File: config.mk
export PLATFORM = sky130hd
export DESIGN_NAME = irq_reset_ctrl
export DESIGN_NICKNAME = d
export VERILOG_FILES = /design/src/hw/irq_reset_pkg.sv /design/src/hw/irq_reset_ctrl.sv
export SDC_FILE = /design/constraint.sdc
export NUM_CORES = 1
export LEC_CHECK = 0
export BUFFER_PORTS_ARGS = -buffer_cell sky130_fd_sc_hd__buf_2
export CAP_MARGIN = 20
export CORE_MARGIN = 4
export CORE_UTILIZATION = 40
export CTS_CLUSTER_DIAMETER = 120
export DETAILED_ROUTE_END_ITERATION = 7
export SYNTH_ARGS = -nofsm -noshare
export SYNTH_HDL_FRONTEND = slang
export SYNTH_SLANG_ARGS = --single-unit
export TNS_END_PERCENT = 30
File: constraint.sdc
create_clock -name clk -period 4.1 [get_ports clk]
set_clock_uncertainty 0.1 [all_clocks]
set_input_delay 0.205 -clock clk [delete_from_list [all_inputs] [get_ports clk]]
set_output_delay 0.205 -clock clk [all_outputs]
set_load 0.1 [all_outputs]
File: src/hw/irq_reset_pkg.sv
// Constants and carrier types for the interrupt mask and reset status block.
// Assumes a single 50 MHz clock domain.
package irq_reset_pkg;

	localparam logic [7:0] MASK_ADDR      = 8'h09;
	localparam logic [7:0] STATUS_ADDR    = 8'h0D;
	localparam logic [7:0] MASK_RESET     = 8'h00;
	localparam logic [7:0] STATUS_POR_VAL = 8'h80;

	// Mask register bit positions
	localparam int MSK_WAKE_PIN  = 0;
	localparam int MSK_HALL      = 1;
	localparam int MSK_BUS_WAKE  = 2;
	localparam int MSK_OT_RSTDIS = 3;
	localparam int MSK_OT        = 4;
	localparam int MSK_UV        = 5;
	localparam int MSK_OV        = 6;
	localparam int MSK_PSF       = 7;

	// Status register bit positions
	localparam int ST_WAKE_PIN = 0;
	localparam int ST_BUS_WAKE = 1;
	localparam int ST_UV_RST   = 3;
	localparam int ST_OT_RST   = 4;
	localparam int ST_WDOG     = 5;
	localparam int ST_EXT_PIN  = 6;
	localparam int ST_POR      = 7;

	// Reset stretch time
	localparam int CLK_HZ          = 50_000_000;
	localparam int STRETCH_NS      = 1_250_000;
	localparam int STRETCH_CYCLES  = (CLK_HZ / 1_000_000) * STRETCH_NS / 1000;

	// Number of interrupt flags
	localparam int NUM_FLAGS = 7;

	typedef struct packed {
		logic       wr;
		logic       rd;
		logic [7:0] addr;
		logic [7:0] wdata;
	} reg_req_t;

	typedef struct packed {
		logic       overtemp;
		logic       watchdog;
		logic       undervolt;
	} int_reset_src_t;

endpackage : irq_reset_pkg

File: src/hw/irq_reset_ctrl.sv
// Interrupt mask gating, reset collection, reset pin stretching, cause status.
// Assumes registers reached over the internal serial register port; one clock.
`timescale 1ns/10ps

// Behaviour
// - Wake, hall and bus-wake flags interrupt only when their enable bit is one.
// - Overtemp, undervolt, overvolt, power-stage flags interrupt only when enabled.
// - Mask register is read/write and clears to zero on reset.
// - Overtemp reset disable bit set suppresses the overtemperature reset.
// - Five reset causes: overtemp, watchdog, undervolt, power-on, external pin.
// - Reset pin held low for stretch time after internal reset ends.
// - Overtemp reset sets its cause and clears registers except status.
// - Watchdog reset sets its cause and clears registers except status.
// - Undervolt pulls reset pin, sets cause, clears registers except status.
// - Power-on reset clears all registers, status holds only power-on bit.
// - After power-up the reset pin is held low for the stretch time.
// - External low on the reset pin sets the external cause bit.
// - Status bits clear on write one, ignore zero, otherwise stay set.
// - Bus wake from sleep sets bus-wake cause bit, cleared by writing one.
// - Wake-pin wake from sleep sets wake-pin cause bit, cleared by writing one.
// - Enabled event issues a pulse on the interrupt output if no enabled flag is already pending.
// - Flags set by events, cleared by writing one, cleared by reset.
module irq_reset_ctrl
	import irq_reset_pkg::*;
#(
	parameter int STRETCH = STRETCH_CYCLES
) (
	// Clock and power-on reset
	input  wire logic           clk,
	input  wire logic           rst_b,
	// Register port
	input  wire reg_req_t       req,
	output logic [7:0]          rdata_q,
	// Interrupt events, one-cycle pulses
	input  wire logic           ev_wake_pin,
	input  wire logic           ev_hall,
	input  wire logic           ev_bus_wake,
	input  wire logic           ev_overvolt,
	input  wire logic           ev_power_stage_fail,
	// Live conditions, asynchronous levels
	input  wire logic           cond_overtemp,
	input  wire logic           cond_undervolt_irq,
	// Internal reset sources, asynchronous levels
	input  wire int_reset_src_t reset_src,
	// Sleep wake-up causes, one-cycle pulses
	input  wire logic           wake_by_bus,
	input  wire logic           wake_by_pin,
	// Open-drain reset pin
	input  wire logic           rst_pin_in,
	output logic                rst_pin_out,
	output logic                rst_pin_oe_b,
	// Interrupt pulse, flag view and soft reset
	output logic                irq_pulse_q,
	output logic [7:0]          flags_q,
	output logic                soft_reset_q
);

	initial begin
		if (STRETCH < 1) begin
			$error("STRETCH must be at least one cycle");
		end
	end

	////////////////////////////////////////////////////////////////////////
	// Synchronisers

	logic [2:0] src_s1_q;
	logic [2:0] src_s2_q;
	logic [1:0] cond_s1_q;
	logic [1:0] cond_s2_q;
	logic       pin_s1_q;
	logic       pin_s2_q;

	always_ff @(posedge clk) begin
		if (!rst_b) begin
			src_s1_q  <= 3'h0;
			src_s2_q  <= 3'h0;
			cond_s1_q <= 2'h0;
			cond_s2_q <= 2'h0;
			pin_s1_q  <= 1'b1;
			pin_s2_q  <= 1'b1;
		end else begin
			src_s1_q  <= {reset_src.overtemp, reset_src.watchdog, reset_src.undervolt};
			src_s2_q  <= src_s1_q;
			cond_s1_q <= {cond_overtemp, cond_undervolt_irq};
			cond_s2_q <= cond_s1_q;
			pin_s1_q  <= rst_pin_in;
			pin_s2_q  <= pin_s1_q;
		end
	end

	////////////////////////////////////////////////////////////////////////
	// Mask register and reset source collection

	logic [7:0] mask_q;
	logic       ot_rst;
	logic       wd_rst;
	logic       uv_rst;
	logic       int_rst;

	assign ot_rst  = src_s2_q[2] && !mask_q[MSK_OT_RSTDIS];
	assign wd_rst  = src_s2_q[1];
	assign uv_rst  = src_s2_q[0];
	assign int_rst = ot_rst || wd_rst || uv_rst;

	logic wr_mask;
	logic wr_stat;
	assign wr_mask = req.wr && (req.addr == MASK_ADDR);
	assign wr_stat = req.wr && (req.addr == STATUS_ADDR);

	// Mask and flags cleared by power-on and internal resets, not by an external pin reset; status cleared by power-on reset only
	always_ff @(posedge clk) begin
		if (!rst_b || soft_reset_q) begin
			mask_q <= MASK_RESET;
		end else if (wr_mask) begin
			mask_q <= req.wdata;
		end
	end

	////////////////////////////////////////////////////////////////////////
	// Interrupt flags, set wins over clear

	logic [NUM_FLAGS-1:0] ev;
	logic [NUM_FLAGS-1:0] live;
	logic [NUM_FLAGS-1:0] en;
	logic [NUM_FLAGS-1:0] fl_q;
	logic                 wr_flags;

	assign wr_flags = req.wr && (req.addr == (MASK_ADDR + 8'h01));
	assign ev   = {ev_power_stage_fail, ev_overvolt, cond_s2_q[0], cond_s2_q[1],
	               ev_bus_wake, ev_hall, ev_wake_pin};
	assign live = {2'b00, cond_s2_q[0], cond_s2_q[1], 3'b000};
	assign en   = {mask_q[MSK_PSF], mask_q[MSK_OV], mask_q[MSK_UV], mask_q[MSK_OT],
	               mask_q[MSK_BUS_WAKE], mask_q[MSK_HALL], mask_q[MSK_WAKE_PIN]};

	always_ff @(posedge clk) begin
		if (!rst_b || soft_reset_q) begin
			fl_q <= '0;
		end else begin
			fl_q <= ev | live | (fl_q & ~(wr_flags ? req.wdata[NUM_FLAGS-1:0]
			                                        : {NUM_FLAGS{1'b0}}));
		end
	end

	assign flags_q = {1'b0, fl_q};

	// Pulse when an enabled flag becomes pending while no enabled flag was pending
	logic                 pend;
	logic                 pend_q;
	assign pend = |(fl_q & en);

	always_ff @(posedge clk) begin
		if (!rst_b) begin
			pend_q      <= 1'b0;
			irq_pulse_q <= 1'b0;
		end else begin
			pend_q      <= pend;
			irq_pulse_q <= pend && !pend_q;
		end
	end

	////////////////////////////////////////////////////////////////////////
	// Reset stretch and pin drive

	localparam int CW = $clog2(STRETCH + 1);
	logic [CW-1:0] str_q;
	logic          drive_low;

	always_ff @(posedge clk) begin
		if (!rst_b) begin
			str_q <= CW'(STRETCH);
		end else if (int_rst) begin
			str_q <= CW'(STRETCH);
		end else if (str_q != '0) begin
			str_q <= str_q - CW'(1);
		end
	end

	assign drive_low    = int_rst || (str_q != '0);
	assign rst_pin_out  = 1'b0;
	assign rst_pin_oe_b = !drive_low;

	// External reset is a low pin not caused by our own drive
	// Drive history covers the two synchroniser stages of the pin
	logic [1:0] drv_hist_q;
	logic       ext_rst;

	always_ff @(posedge clk) begin
		if (!rst_b) begin
			drv_hist_q <= 2'h3;
		end else begin
			drv_hist_q <= {drv_hist_q[0], drive_low};
		end
	end

	assign ext_rst = !pin_s2_q && !drive_low && (drv_hist_q == 2'h0);

	always_ff @(posedge clk) begin
		if (!rst_b) begin
			soft_reset_q <= 1'b0;
		end else begin
			soft_reset_q <= int_rst;
		end
	end

	////////////////////////////////////////////////////////////////////////
	// Reset cause status, write one to clear, set wins

	logic [7:0] stat_q;
	logic [7:0] stat_set;
	logic [7:0] stat_clr;

	always_comb begin
		stat_set              = 8'h00;
		stat_set[ST_OT_RST]   = ot_rst;
		stat_set[ST_WDOG]     = wd_rst;
		stat_set[ST_UV_RST]   = uv_rst;
		stat_set[ST_EXT_PIN]  = ext_rst;
		stat_set[ST_BUS_WAKE] = wake_by_bus;
		stat_set[ST_WAKE_PIN] = wake_by_pin;
		stat_clr              = wr_stat ? req.wdata : 8'h00;
	end

	always_ff @(posedge clk) begin
		if (!rst_b) begin
			stat_q <= STATUS_POR_VAL;
		end else begin
			stat_q <= stat_set | (stat_q & ~stat_clr);
		end
	end

	////////////////////////////////////////////////////////////////////////
	// Read data

	always_ff @(posedge clk) begin
		if (!rst_b) begin
			rdata_q <= 8'h00;
		end else if (req.rd) begin
			case (req.addr)
				MASK_ADDR:           rdata_q <= mask_q;
				MASK_ADDR + 8'h01:   rdata_q <= {1'b0, fl_q};
				STATUS_ADDR:         rdata_q <= stat_q;
				default:             rdata_q <= 8'h00;
			endcase
		end
	end

endmodule : irq_reset_ctrl

==> metrics list <==
- The run finished with clean final reports.
- Critical path start-end classification: register to output pin
* Cell row count: 29
- Total core area: 6459 um^2
- The routed design uses 3302 um of met2 wire.
- Worst reg2reg setup slack: 2.02 ns
* Total via count in the routed design: 2362
- Number of instances in the synthesized netlist: 301
* Aggregate routed wire length: 6846 um
* Remaining antenna violation count: 0
* TritonCTS clock tree: done
* Number of failing setup endpoints in the final timing report: 0
- Measured along the y axis, the die boundary spans 90.18 um.
- For this run, the leading register cell type out of synthesis is dfxtp_1.
- For the pin with the worst max-slew slack, the measured transition is 1.015 ns.
* Data required time at the worst endpoint: 3.80 ns
* Drt first pass iters: 4
- Count of final hold-check violations: 0
- The cell sitting at the root of the clock tree is a clkbuf_8.
- The initial utilization of the core area, before any placement, comes to 41.82%.
* Insertion delay of the later-clocked pin in the worst-skew pair: 0.34 ns
- In this run the deepest clock path goes through 2 buffers.
* Detailed Place HPWL: 4889 um
- Worst-case hold slack: 0.01996 ns
- Among all cell types in the netlist, the one instantiated most often is dfxtp_1.
- Timing would allow up to 353.2 MHz.
- Sequential cells were found to cover 47.43% of the synthesized design area.
- During placement, the flow inserted port buffers numbering 50.
- Sequence of cells on the critical path: inv_1 > ha_1 > nor4b_1 > and4_1 > and2_1 > buf_2
- The synthesized design contains 0 enable-type register cells.
- In the final routing, the length of wire on met1 measures 3132 um.
- The number of global-route vias before repair was 2306.
- Headroom to the max-slew limit: 32.21%
* Worst Setup End Kind: output pin
- Cells fill 52.44% of the core in the end.
- Fillers: 600
- Area leader, netlist: dfxtp_1
* Synth warnings: 0
- For this run, design rule violations remaining after detail routing come to 0.
- Clock period minus worst slack: 2.831 ns
* Number of antenna violations at the first check in global routing: 0
- Leading post-synthesis cells by cell area: dfxtp_1 47%, mux2i_1 6.3%, and2_1 4.2%
- Wire length on met3: 308 um
- Count of non-filler cells in the finished layout: 450
- The clock net in this run drives a total of 64 sinks.
- The final-report max-slew violation count came to 0.
* Startpoint type of the worst setup path: register
* Largest net degree at the start of global routing: 27
- Data on the critical path arrives at its endpoint at 2.53 ns.
- Counting flops and latches in the post-synthesis netlist gives 64.
- For the final routed database, the setup TNS stands at 0 ns.
- Mean instance size in the synthesized netlist: 8.975 um^2
- In this run the biggest area consumer among cell types represents 47.43% of the synthesized area.
* Comb power frac: 11.7%
- MaxCap Viol Count: 0
- Clock power share: 40.3%
* Clk pin slew, worst setup/hold paths: 0.07 ns
- Global route overflow: 0
- Post-CTS Setup Inserts: 0
- Top fanout value on the critical path: 11
- Global-route wire length before repair: 11420 um
- Signed area change from the synthesized netlist to the final layout: 25.38%
* Total number of nets in the final design: 402
* Standby leakage power: 1.419 nW
* Flop pwr share: 47.9%
- Net switching power of the design: 0.3775 mW
* Crit share post-route: 69.05%
- Die area: 8132 um^2
* Kind of cell adding the most delay to the critical path: simple AND/OR/NAND/NOR gates
- Count of routing violations after the opening detailed-route iteration: 75
- Total GRT Usage: 17.30%
* Total clock buffers created by CTS: 9
- Top-Level Pins: 53
* Top routing layer in use: met4
- Hold/Removal Path Class: primary input to register
- In this run switching power makes up 27.51% of total power.
- From left edge to right edge, the die measures 90.18 um.
- Routed via count divided by cell count: 5.249
- Total design power: 1.372 mW
- Async set-or-reset flop fraction in the synthesized netlist: 0%
- Power density over the cells: 405.1 nW/um^2
* Synth cell count leaders: 64 x dfxtp_1, 26 x nor2_1, 19 x a21oi_1
* Library cell contributing the largest single delay on the critical path: and4_1
- Final weighted congestion in routability-driven placement: 0.8528
- The cell area that synthesis handed to floorplanning was 2701 um^2.
- Detailed-route wire length per cell: 15.21 um
- The critical path contains buffers and inverters numbering 2 combined.
- The internal power of the cells totals 0.9945 mW.
- Of the cells placed in the final design, the portion with a size suffix greater than 1 is 20.38%.
- Unrepaired setup endpoints after global routing: false
* Cell variety after synth: 48
- H-tree Lvls: 3
- Worst IR drop on VDD: 0.0001778 V
- Ant diodes: 0
* Slowest stage delay, CP: 0.48 ns
- The number of placed instances, taps included, is 416.
==> cell type report <==
class	instances	area, um^2	share of cell area (%)
Clock inverter	6	67.56	1.995
Tap cell	77	96.34	2.844
Clock buffer	10	137.6	4.064
Inverter	9	33.78	0.9974
Multi-Input combinational cell	214	1325	39.12
Sequential cell	64	1281	37.83
Timing Repair Buffer	70	445.4	13.15
==> per-layer routing <==
| metal | up-vias | global-route usage (%) |
|---|---|---|
| met5 | - | 0 |
| li1 | 1213 | - |
| met4 | 0 | 7.781 |
| met1 | 1091 | 20.46 |
| met3 | 9 | 4.090 |
| met2 | 49 | 29.68 |
==> stage by stage <==
stage                     setup slack (ns)  cell area, um^2
after floorplan                      1.623             2705
after global placement               1.769             3002
after detailed placement             1.658             3002
after CTS                            1.261             3387
after global routing                 1.040             3387
final                                1.269             3387
==> logic make-up (layout without fill, tap and decap cells) <==
logic type | after synthesis | after routing | synth area share, %
adder cells (fa/ha/maj) | 1 | 1 | 0.4631
flip-flops | 64 | 64 | 47.43
XOR/XNOR | 1 | 1 | 0.3243
other | 1 | 2 | 0.1388
AO/OA/AOI/OAI | 61 | 61 | 13.85
AND/OR/NAND/NOR | 132 | 132 | 27.84
multiplexers | 17 | 17 | 6.299
buffers and inverters | 24 | 95 | 3.659
==> worst paths after layout <==
path	startpoint	to	cells after the start
worst max-delay path	str_q[0]	rst_pin_oe_b	6
worst min-delay path	wake_by_bus	stat_q[1]	3
worst max register to register	str_q[2]	str_q[14]	4
worst min register to register	pend_q	irq_pulse_q	1
==> layout by cell type (no fill, tap or decap), types with 3 or more instances in the layout <==
cell,n
dfxtp_1,64
buf_2,50
nor2_1,26
a21oi_1,19
and2_1,18
dlygate4sd3_1,18
mux2i_1,17
nand2_1,15
o21ai_0,15
nand4_1,11
nor3_1,10
clkbuf_8,10
inv_1,9
nand2b_1,8
a31oi_1,8
nand3_1,7
a22oi_1,5
nor2b_1,4
and4_1,4
or3_1,4
nor4_1,3
and3_1,3
o21a_1,3
or4_1,3
==> timing repair <==
| item | CTS | global route |
|---|---|---|
| endpoints found under the hold margin | 18 | 0 |
| setup endpoints to repair | 0 | 0 |
| gates resized for setup | 0 | 0 |
| hold buffers | 18 | 0 |
==> sequential cells by signal, indices dropped and copies added, names as in the netlist <==
register / cells
mask_q: 8
src_s2_q: 3
pend_q: 1
irq_pulse_q: 1
soft_reset_q: 1
rdata_q: 8
pin_s1_q: 1
fl_q: 7
src_s1_q: 3
cond_s2_q: 2
cond_s1_q: 2
stat_q: 8
drv_hist_q: 2
str_q: 16
pin_s2_q: 1
==> worst reg2reg max path, cell delays in order (launching register included) <==
cell and delay [ns]:
dfxtp_1 0.37, nor4_2 0.61, nand3_1 0.28, o21a_1 0.24
or3_1 0.36
==> power groups by stage <==
| stage | Clock, mW | Sequential [mW] | Combinational, mW |
|---|---|---|---|
| after CTS | 0.565 | 0.657 | 0.161 |
| final | 0.553 | 0.658 | 0.161 |
| after detailed placement | 0 | 0.672 | 0.147 |
| after floorplan | 0 | 0.707 | 0.0684 |
| after global routing | 0.595 | 0.660 | 0.175 |
| after global placement | 0 | 0.671 | 0.145 |
(Power assumes the default switching activity.)
